--- src/design/byte_host_bus_cfg.svh ---
// Constants for the byte-wide host bus, multiplexed address/data form.
// Assumes inclusion by bare name from the design modules.
`ifndef BYTE_HOST_BUS_CFG_SVH
`define BYTE_HOST_BUS_CFG_SVH
// Top-level interface mode value for byte-wide host bus
`define TOP_MODE_BYTE_HB 4'h2
// Host-bus mode value for multiplexed address/data
`define HB_MODE_MUXED 4'h0
// Chip-select option encodings
`define CS_OPT_ALE 2'h0
`define CS_OPT_ONE_CS 2'h1
`define CS_OPT_TWO_CS 2'h2
`define CS_OPT_ALE_TWO_CS 2'h3
// Phase lengths in clock cycles
`define ALE_CYCLES 4'h2
`define HOLD_CYCLES 4'h1
`define STROBE_CYCLES 4'h4
`endif

--- src/design/byte_host_bus_pkg.sv ---
// Types for the byte-wide host bus.
// Assumes the constants header sits beside it.
package byte_host_bus_pkg;
   // Request from the system side
   typedef struct packed {
      logic write;
      logic [1:0] cs_index;
      logic [27:0] addr;
      logic [7:0] wdata;
   } request_type;
   // Bus-side pin outputs
   typedef struct packed {
      logic [27:0] addr;
      logic [7:0] ad_out;
      logic [7:0] ad_oe;
      logic ale;
      logic rd_n;
      logic wr_n;
      logic [3:0] cs_n;
   } pins_type;
endpackage : byte_host_bus_pkg

--- src/design/byte_host_bus.sv ---
// Byte-wide host bus master, multiplexed address/data form.
// Assumes an external latch and synchronous peripherals on the far side.
// Notes on behaviour
// - Runs only when top mode selects byte bus
// - Muxed variant when host-bus mode is zero
// - Address low byte shares data lines 0-7
// - Drive latch strobe; latch holds address
// - Separate read and write data strobes
// - Option field picks latch and chip selects
// - One or two chip selects, one each
`timescale 1ns/1ps
`include "byte_host_bus_cfg.svh"
module byte_host_bus
   import byte_host_bus_pkg::*;
#(
   parameter int CS_COUNT = 4
) (
   // Clock and reset
   input wire logic CLK,
   input wire logic RST,
   // Configuration
   input wire logic [3:0] INTERFACE_TOP_CONFIG,
   input wire logic [3:0] HOST_BUS_CONFIG,
   input wire logic [1:0] CHIP_SELECT_OPTION_FIELD,
   // Request and answer
   input wire logic REQ_VALID,
   input wire byte_host_bus_pkg::request_type REQ,
   output logic REQ_READY,
   output logic RESP_VALID,
   output logic [7:0] RESP_RDATA,
   // Pins
   input wire logic [7:0] SHARED_LINE_IN,
   output byte_host_bus_pkg::pins_type PINS
);
   import byte_host_bus_pkg::*;

   typedef enum logic [2:0] {IDLE, ADDR, HOLD, STROBE, DONE} state_type;
   state_type state_reg;
   logic [3:0] count_reg;
   request_type req_reg;
   logic [1:0] option_reg;
   logic enabled;
   logic ale_w;
   logic [3:0] cs_w;

   assign enabled = (INTERFACE_TOP_CONFIG == `TOP_MODE_BYTE_HB) &&
                    (HOST_BUS_CONFIG == `HB_MODE_MUXED);

   // Access sequencer
   always_ff @(posedge CLK or posedge RST) begin
      if (RST) begin
         state_reg <= IDLE;
         count_reg <= 4'h0;
         req_reg <= '0;
         option_reg <= 2'h0;
      end else begin
         case (state_reg)
            IDLE: begin
               if (REQ_VALID && enabled) begin
                  req_reg <= REQ;
                  option_reg <= CHIP_SELECT_OPTION_FIELD;
                  count_reg <= `ALE_CYCLES;
                  state_reg <= ADDR;
               end
            end
            ADDR: begin
               if (count_reg == 4'h1) begin
                  count_reg <= `HOLD_CYCLES;
                  state_reg <= HOLD;
               end else begin
                  count_reg <= count_reg - 4'h1;
               end
            end
            HOLD: begin
               if (count_reg == 4'h1) begin
                  count_reg <= `STROBE_CYCLES;
                  state_reg <= STROBE;
               end else begin
                  count_reg <= count_reg - 4'h1;
               end
            end
            STROBE: begin
               if (count_reg == 4'h1) begin
                  state_reg <= DONE;
               end else begin
                  count_reg <= count_reg - 4'h1;
               end
            end
            default: begin
               state_reg <= IDLE;
            end
         endcase
      end
   end

   cs_decode u_cs (
      .option(option_reg),
      .cs_index(req_reg.cs_index),
      .active(state_reg != IDLE && state_reg != DONE),
      .ale_phase(state_reg == ADDR),
      .ale(ale_w),
      .cs_n(cs_w)
   );

   // Registered pin drive
   always_ff @(posedge CLK or posedge RST) begin
      if (RST) begin
         PINS <= '{addr: 28'h000_0000, ad_out: 8'h00, ad_oe: 8'h00,
                   ale: 1'b0, rd_n: 1'b1, wr_n: 1'b1, cs_n: 4'hf};
      end else begin
         // Full address, low byte included, on dedicated lines
         PINS.addr <= req_reg.addr;
         PINS.ale <= ale_w;
         // Chip selects, one active at most
         PINS.cs_n <= cs_w;
         // Address on shared lines during latch phase
         if (state_reg == ADDR || state_reg == HOLD) begin
            PINS.ad_out <= req_reg.addr[7:0];
            PINS.ad_oe <= 8'hff;
         end else if (state_reg == STROBE && req_reg.write) begin
            PINS.ad_out <= req_reg.wdata;
            PINS.ad_oe <= 8'hff;
         end else begin
            PINS.ad_out <= 8'h00;
            PINS.ad_oe <= 8'h00;
         end
         PINS.rd_n <= ~(state_reg == STROBE && !req_reg.write);
         PINS.wr_n <= ~(state_reg == STROBE && req_reg.write);
      end
   end

   // Handshake and read capture
   always_ff @(posedge CLK or posedge RST) begin
      if (RST) begin
         REQ_READY <= 1'b0;
         RESP_VALID <= 1'b0;
         RESP_RDATA <= 8'h00;
      end else begin
         REQ_READY <= (state_reg == IDLE) && enabled && !REQ_VALID;
         RESP_VALID <= (state_reg == STROBE) && (count_reg == 4'h1);
         // Sample read data at end of strobe
         if (state_reg == STROBE && count_reg == 4'h1 && !req_reg.write) begin
            RESP_RDATA <= SHARED_LINE_IN;
         end
      end
   end

   // Shared lines never driven with read strobe
   a_no_drive_read: assert property (@(posedge CLK) disable iff (RST)
      !PINS.rd_n |-> PINS.ad_oe == 8'h00)
      else $error("shared lines driven during read");
   a_strobe_excl: assert property (@(posedge CLK) disable iff (RST)
      !(!PINS.rd_n && !PINS.wr_n))
      else $error("read and write strobes together");
   a_ale_len: assert property (@(posedge CLK) disable iff (RST)
      $rose(PINS.ale) |-> PINS.ale ##1 PINS.ale ##1 !PINS.ale)
      else $error("latch strobe length wrong");
   // Address on lines under latch strobe
   a_ale_addr: assert property (@(posedge CLK) disable iff (RST)
      PINS.ale |-> PINS.ad_oe == 8'hff && PINS.ad_out == PINS.addr[7:0])
      else $error("address missing under latch strobe");
   a_cs_onehot: assert property (@(posedge CLK) disable iff (RST)
      $countones(~PINS.cs_n) <= 1)
      else $error("several chip selects active");
   // Option zero drives no chip select
   a_opt_ale: assert property (@(posedge CLK) disable iff (RST)
      state_reg == STROBE && option_reg == `CS_OPT_ALE
      |=> PINS.cs_n == 4'hf)
      else $error("chip select under latch-only option");
   // Two-select option gives no latch strobe
   a_opt_no_ale: assert property (@(posedge CLK) disable iff (RST)
      state_reg == ADDR && option_reg == `CS_OPT_TWO_CS |=> !PINS.ale)
      else $error("latch strobe under select-only option");
   a_gate: assert property (@(posedge CLK) disable iff (RST)
      state_reg == IDLE && !enabled |=> state_reg == IDLE)
      else $error("access started while disabled");
   a_wr_len: assert property (@(posedge CLK) disable iff (RST)
      $fell(PINS.wr_n) |-> !PINS.wr_n[*4] ##1 PINS.wr_n)
      else $error("write strobe length wrong");
endmodule : byte_host_bus

--- src/design/cs_decode.sv ---
// Chip-select and latch-strobe pin mapping for the chosen option.
// Assumes inputs are registered by the caller.
`timescale 1ns/1ps
`include "byte_host_bus_cfg.svh"
module cs_decode (
   // Option and access state
   input wire logic [1:0] option,
   input wire logic [1:0] cs_index,
   input wire logic active,
   input wire logic ale_phase,
   // Resulting strobes
   output logic ale,
   output logic [3:0] cs_n
);
   // Map latch strobe and chip selects per option
   always_comb begin
      ale = 1'b0;
      cs_n = 4'hf;
      if (option == `CS_OPT_ALE) begin
         ale = ale_phase;
      end else if (option == `CS_OPT_ONE_CS) begin
         cs_n[0] = ~active;
      end else if (option == `CS_OPT_TWO_CS) begin
         cs_n[cs_index[0]] = ~active;
      end else begin
         ale = ale_phase;
         cs_n[cs_index[0]] = ~active;
      end
   end
endmodule : cs_decode

--- config.mk ---
export PLATFORM = sky130hd
export DESIGN_NAME = byte_host_bus
export DESIGN_NICKNAME = d
export VERILOG_FILES = /design/src/design/byte_host_bus_pkg.sv /design/src/design/byte_host_bus.sv /design/src/design/cs_decode.sv
export VERILOG_INCLUDE_DIRS = /design/src /design/src/design
export SDC_FILE = /design/constraint.sdc
export NUM_CORES = 1
export LEC_CHECK = 0
export BUFFER_PORTS_ARGS = -buffer_cell sky130_fd_sc_hd__buf_2
export CAP_MARGIN = 40
export CORE_ASPECT_RATIO = 0.9
export CORE_MARGIN = 2
export CORE_UTILIZATION = 30
export DETAILED_ROUTE_END_ITERATION = 7
export PLACE_DENSITY = 0.57
export SKIP_LAST_GASP = 1
export SYNTH_ARGS = -nofsm -noshare
export SYNTH_HDL_FRONTEND = slang
export SYNTH_HIERARCHICAL = 1
export SYNTH_SLANG_ARGS = --single-unit
--- constraint.sdc ---
create_clock -name CLK -period 3.5 [get_ports CLK]
set_clock_uncertainty 0.05 [all_clocks]
set_input_delay 0.525 -clock CLK [delete_from_list [all_inputs] [get_ports CLK]]
set_output_delay 0.525 -clock CLK [all_outputs]
set_load 0.01 [all_outputs]
Word level (Yosys, flattened, before mapping)

Index checks and enable logic that the tools add are counted.

Add/subtract/negate cells: 1
$lt $le $gt $ge: 2
Equality and inequality tests: 13
Multiplexer cells: 20
Bitwise gates (word level): 5
Reductions and logical operators: 21

Operators by type and width:

| cell                                                                          | count |
|---|---|
| 16-bit 2-to-1 mux                                                             | 2 |
| 4-bit 2-to-1 mux                                                              | 5 |
| 4-bit case mux with 4 select lines                                            | 1 |
| 3-bit 2-to-1 mux                                                              | 5 |
| 3-bit case mux with 4 select lines                                            | 1 |
| 1-bit logical AND                                                             | 10 |
| 2-bit inequality test (second input constant)                                 | 5 |
| 3-bit by 2-bit equality test with 1-bit output (second input constant)        | 2 |
| 1-bit 2-to-1 mux                                                              | 5 |
| 4-bit by 1-bit equality test with 1-bit output (second input constant)        | 1 |
| 4-bit by 2-bit equality test with 1-bit output (second input constant)        | 1 |
| 4-bit zero test                                                               | 1 |
| 2-bit inverter with 4-bit output                                              | 1 |
| 4-bit OR                                                                      | 1 |
| 4-bit AND reduction                                                           | 1 |
| 4-bit nonzero test                                                            | 1 |
| 4-bit by 1-bit subtractor with 4-bit output (second input constant)           | 1 |
| 3-bit by 1-bit equality test with 1-bit output (second input constant)        | 1 |
| 3-bit zero test                                                               | 1 |
| 1-bit by 3-bit less-than comparator with 1-bit output (second input constant) | 1 |
| 3-bit inequality test (second input constant)                                 | 1 |
| 1-bit inverter                                                                | 3 |
| 3-bit AND reduction                                                           | 1 |
| 3-bit nonzero test                                                            | 1 |
| other kinds (8)                                                               | 9 |

Flip-flop bits (word level): 108
Input bits: 60
Output and inout port bits: 61
Logic and storage cells: 79

Longest topological paths before layout

Word-level depth: 8
Depth in mapped cells: 7
Depth with buffers taken out: 6

By module

The synthesis kept the hierarchy.

By module, submodules not included:

| module        | times used | cells an instance | area each (um^2) | sequential area each (um^2) |
|---|---|---|---|---|
| byte_host_bus | 1          | 231               | 3664.8           | 2560.0 |
| cs_decode     | 1          | 8                 | 50.0             | 0.0 |

Worst setup path after synthesis

Ideal clock, no wire load.

Kind: flip-flop to flip-flop
Start: register count_reg[1]
End: register RESP_RDATA[0]
Library setup time: 0.125 ns
Data arrival time: 1.769 ns
Data required time: 3.325 ns
Slack: 1.556 ns
Stages on the path, launching flop included: 7
Path buffers: 1
Period minus slack after synthesis: 1.944 ns
Cell sequence: dfrtp_1 inv_1 ha_1 or3b_1 buf_6 nor4_4 mux2_2

Longest elaborated chain between the ends: 3

Ends and longest elaborated chain:

| element                                        | line                 | RTL |
|---|---|---|
| start: declaration                             | byte_host_bus.sv:39  | `logic [3:0] count_reg;` |
| start signal: assignment                       | byte_host_bus.sv:62  | `` count_reg <= `ALE_CYCLES; `` |
| start signal: assignment                       | byte_host_bus.sv:68  | `` count_reg <= `HOLD_CYCLES; `` |
| start signal: assignment                       | byte_host_bus.sv:71  | `count_reg <= count_reg - 4'h1;` |
| 4-bit by 1-bit equality test with 1-bit output | byte_host_bus.sv:142 | `if (state_reg == STROBE && count_reg == 4'h1 && !req_reg.write) begin` |
| 1-bit logical AND (2 in a row)                 | byte_host_bus.sv:142 |  |
| end signal: assignment                         | byte_host_bus.sv:137 | `RESP_RDATA <= 8'h00;` |
| end signal: assignment                         | byte_host_bus.sv:143 | `RESP_RDATA <= SHARED_LINE_IN;` |
| end: declaration                               | byte_host_bus.sv:30  | `output logic [7:0] RESP_RDATA,` |

No other way between the ends.
A chain may end at the register's enable or synchronous reset.

Worst setup path in the final report

Same ends and word-level chain as after synthesis.

==> flow_metrics.tcl <==
set metrics [dict create \
    tns_ns 0 \
    syn_inst 237 \
    port_buffers 119 \
    antenna_found_initial 0 \
    grt_overflow 0 \
    worstSetupStartpointType "flip-flop" \
    grt_max_degree 50 \
    setup_viol 0 \
    clock_path_buffers 2 \
    min_path_type "input port to async pin" \
    path_max_fanout 9 \
    holdWs_ns 0.205 \
    cp_slowest_cell "or3b_1" \
    cts.sinks 101 \
    ys_warn_count 6 \
    dp_hpwl_mm 5.07 \
    wl_per_cell_um 13.3 \
    hold_viol 0 \
    rows 38 \
    hold_buffers 0 \
    first_pass_iters 4 \
    vias 2236 \
    root_buffer "clkbuf_16" \
    required_ns 3.66 \
    min_period_ns 2.14 \
    die_width_um 121 \
    peakVddDrop_uv 273 \
    fin_crit_sh_pct 61.2 \
    grt_pass1_wl_mm 11.2 \
    status "finished clean" \
    syn2layout_area_growth_pct 28.6 \
    syn_area_per_cell_um2 15.5 \
    synth_area_um2 3680 \
    core_um2 12000 \
    vias_per_cell 4.31 \
    htreeDepth 3 \
    cts_tree "done" \
    place.gp.congestion 0.802 \
    drc_errors 0 \
    r2r_start "count_reg[1]" \
    start_util_pct 30.6 \
    max_clock_freq_mhz 467 \
    crit_arrival_ns 2.31 \
    rsz0062_at_grt "false" \
    die_h_um 109 \
    cts_made_buffers 9 \
    path_cells "inv_1 > ha_1 > or3b_1 > nor4_4 > mux2_2" \
    power.leakage_uw 0.00250 \
    cts_resized 0 \
    cts_setup_buffers 0 \
    dieArea_um2 13200 \
    path_class "flip-flop to flip-flop" \
    grt_pass1_vias 2244 \
    fillers 1148 \
    worst_pin_slew_ns 0.637 \
    drt-initial-drc-count 70 \
    slew_headroom_pct 57.4 \
    slowest_delay_ns 0.49 \
    grt.total_usage_pct 10.9 \
    startpoint "count_reg[1]" \
    antenna_left 0 \
    largest_reg_flops 44 \
    drive_gt1_share_pct 54.9 \
    wl_mm 6.92 \
    nNetsFinal 416 \
    p_per_area_nw_per_um2 649 \
    insertion_delay_ns 0.33 \
    pin_count 121 \
    clk_pin_slew_worst_paths_ns 0.06 \
    crit_path_end_kind "flip-flop" \
    slew_violations 0 \
    n_antenna_cell 0 \
    drv_cap 0 \
]
-- final timing paths --
kind | to | slack [ns] | cells past startpoint
max in group asynchronous | PINS[39] | 2.37 | 4
setup reg to reg | RESP_RDATA[0] | 1.36 | 5
min in group CLK | PINS[42] | 0.32 | 0
hold / removal | RESP_RDATA[3] | 0.20 | 2
hold reg to reg | PINS[42] | 0.32 | 0
setup / recovery | RESP_RDATA[0] | 1.36 | 5
-- cells in the final DEF, fill, tap and decap left out, types with 2 or more instances in the layout --
cell       instances
a22o_1             8
clkbuf_8           3
conb_1             2
inv_1              5
mux2_2            45
a211oi_1           2
ha_1               2
nand2_1            4
o21ai_0            4
buf_2            119
dfstp_2            6
xnor2_1            4
and2_1             2
mux2_1             4
dfrtp_1           95
nor2_1            11
nor3_1             4
buf_4              4
clkbuf_16          9
-- report_power, final --
| part | internal, uW | switching [uW] | total, uW | leakage [uW] |
|---|---|---|---|---|
| combinational | 298 | 341 | 639 | 0.000995 |
| sequential | 1310 | 109 | 1420 | 0.00135 |
| clock | 612 | 404 | 1020 | 0.000152 |
| total | 2220 | 854 | 3070 | 0.00250 |
-- layout make-up --
class,count,area (um^2),area share (%)
inverter,7,28.8,0.608
clock buffer,13,270,5.71
sequential,101,2530,53.6
multi-input combinational,111,1000,21.2
clock inverter,3,42.5,0.899
timing repair buffer,124,653,13.8
tap,160,200,4.23
-- per-layer routing --
metal,routed length (um),vias up,global-route usage [%]
met2,3190,76,16.8
met5,0,-,0
li1,-,1043,-
met4,65,0,3.49
met3,543,7,4.29
met1,3110,1110,14.2
-- metrics by stage --
step           cells  power [uW]  area [um^2]  setup slack, ns  utilization (%)
2_1_floorplan    238        1910         3680            0.288                -
3_3_place_gp     502        2060         4390             1.37             36.5
3_5_place_dp     503        2090         4420             1.34             36.7
4_1_cts          519        3130         4730             1.33             39.3
5_1_grt          519        3260         4730             1.22             39.3
6_report         519        3070         4730             1.36             39.3
-- worst max-delay path: cells and delay by family, from the launching register on --
kind,cells,cell delay [ns]
simple gates,2,0.94
mux,1,0.40
flops,1,0.39
fa+ha+maj,1,0.16
buf+inv,1,0.08
Power figures use the tool's default switching activity.
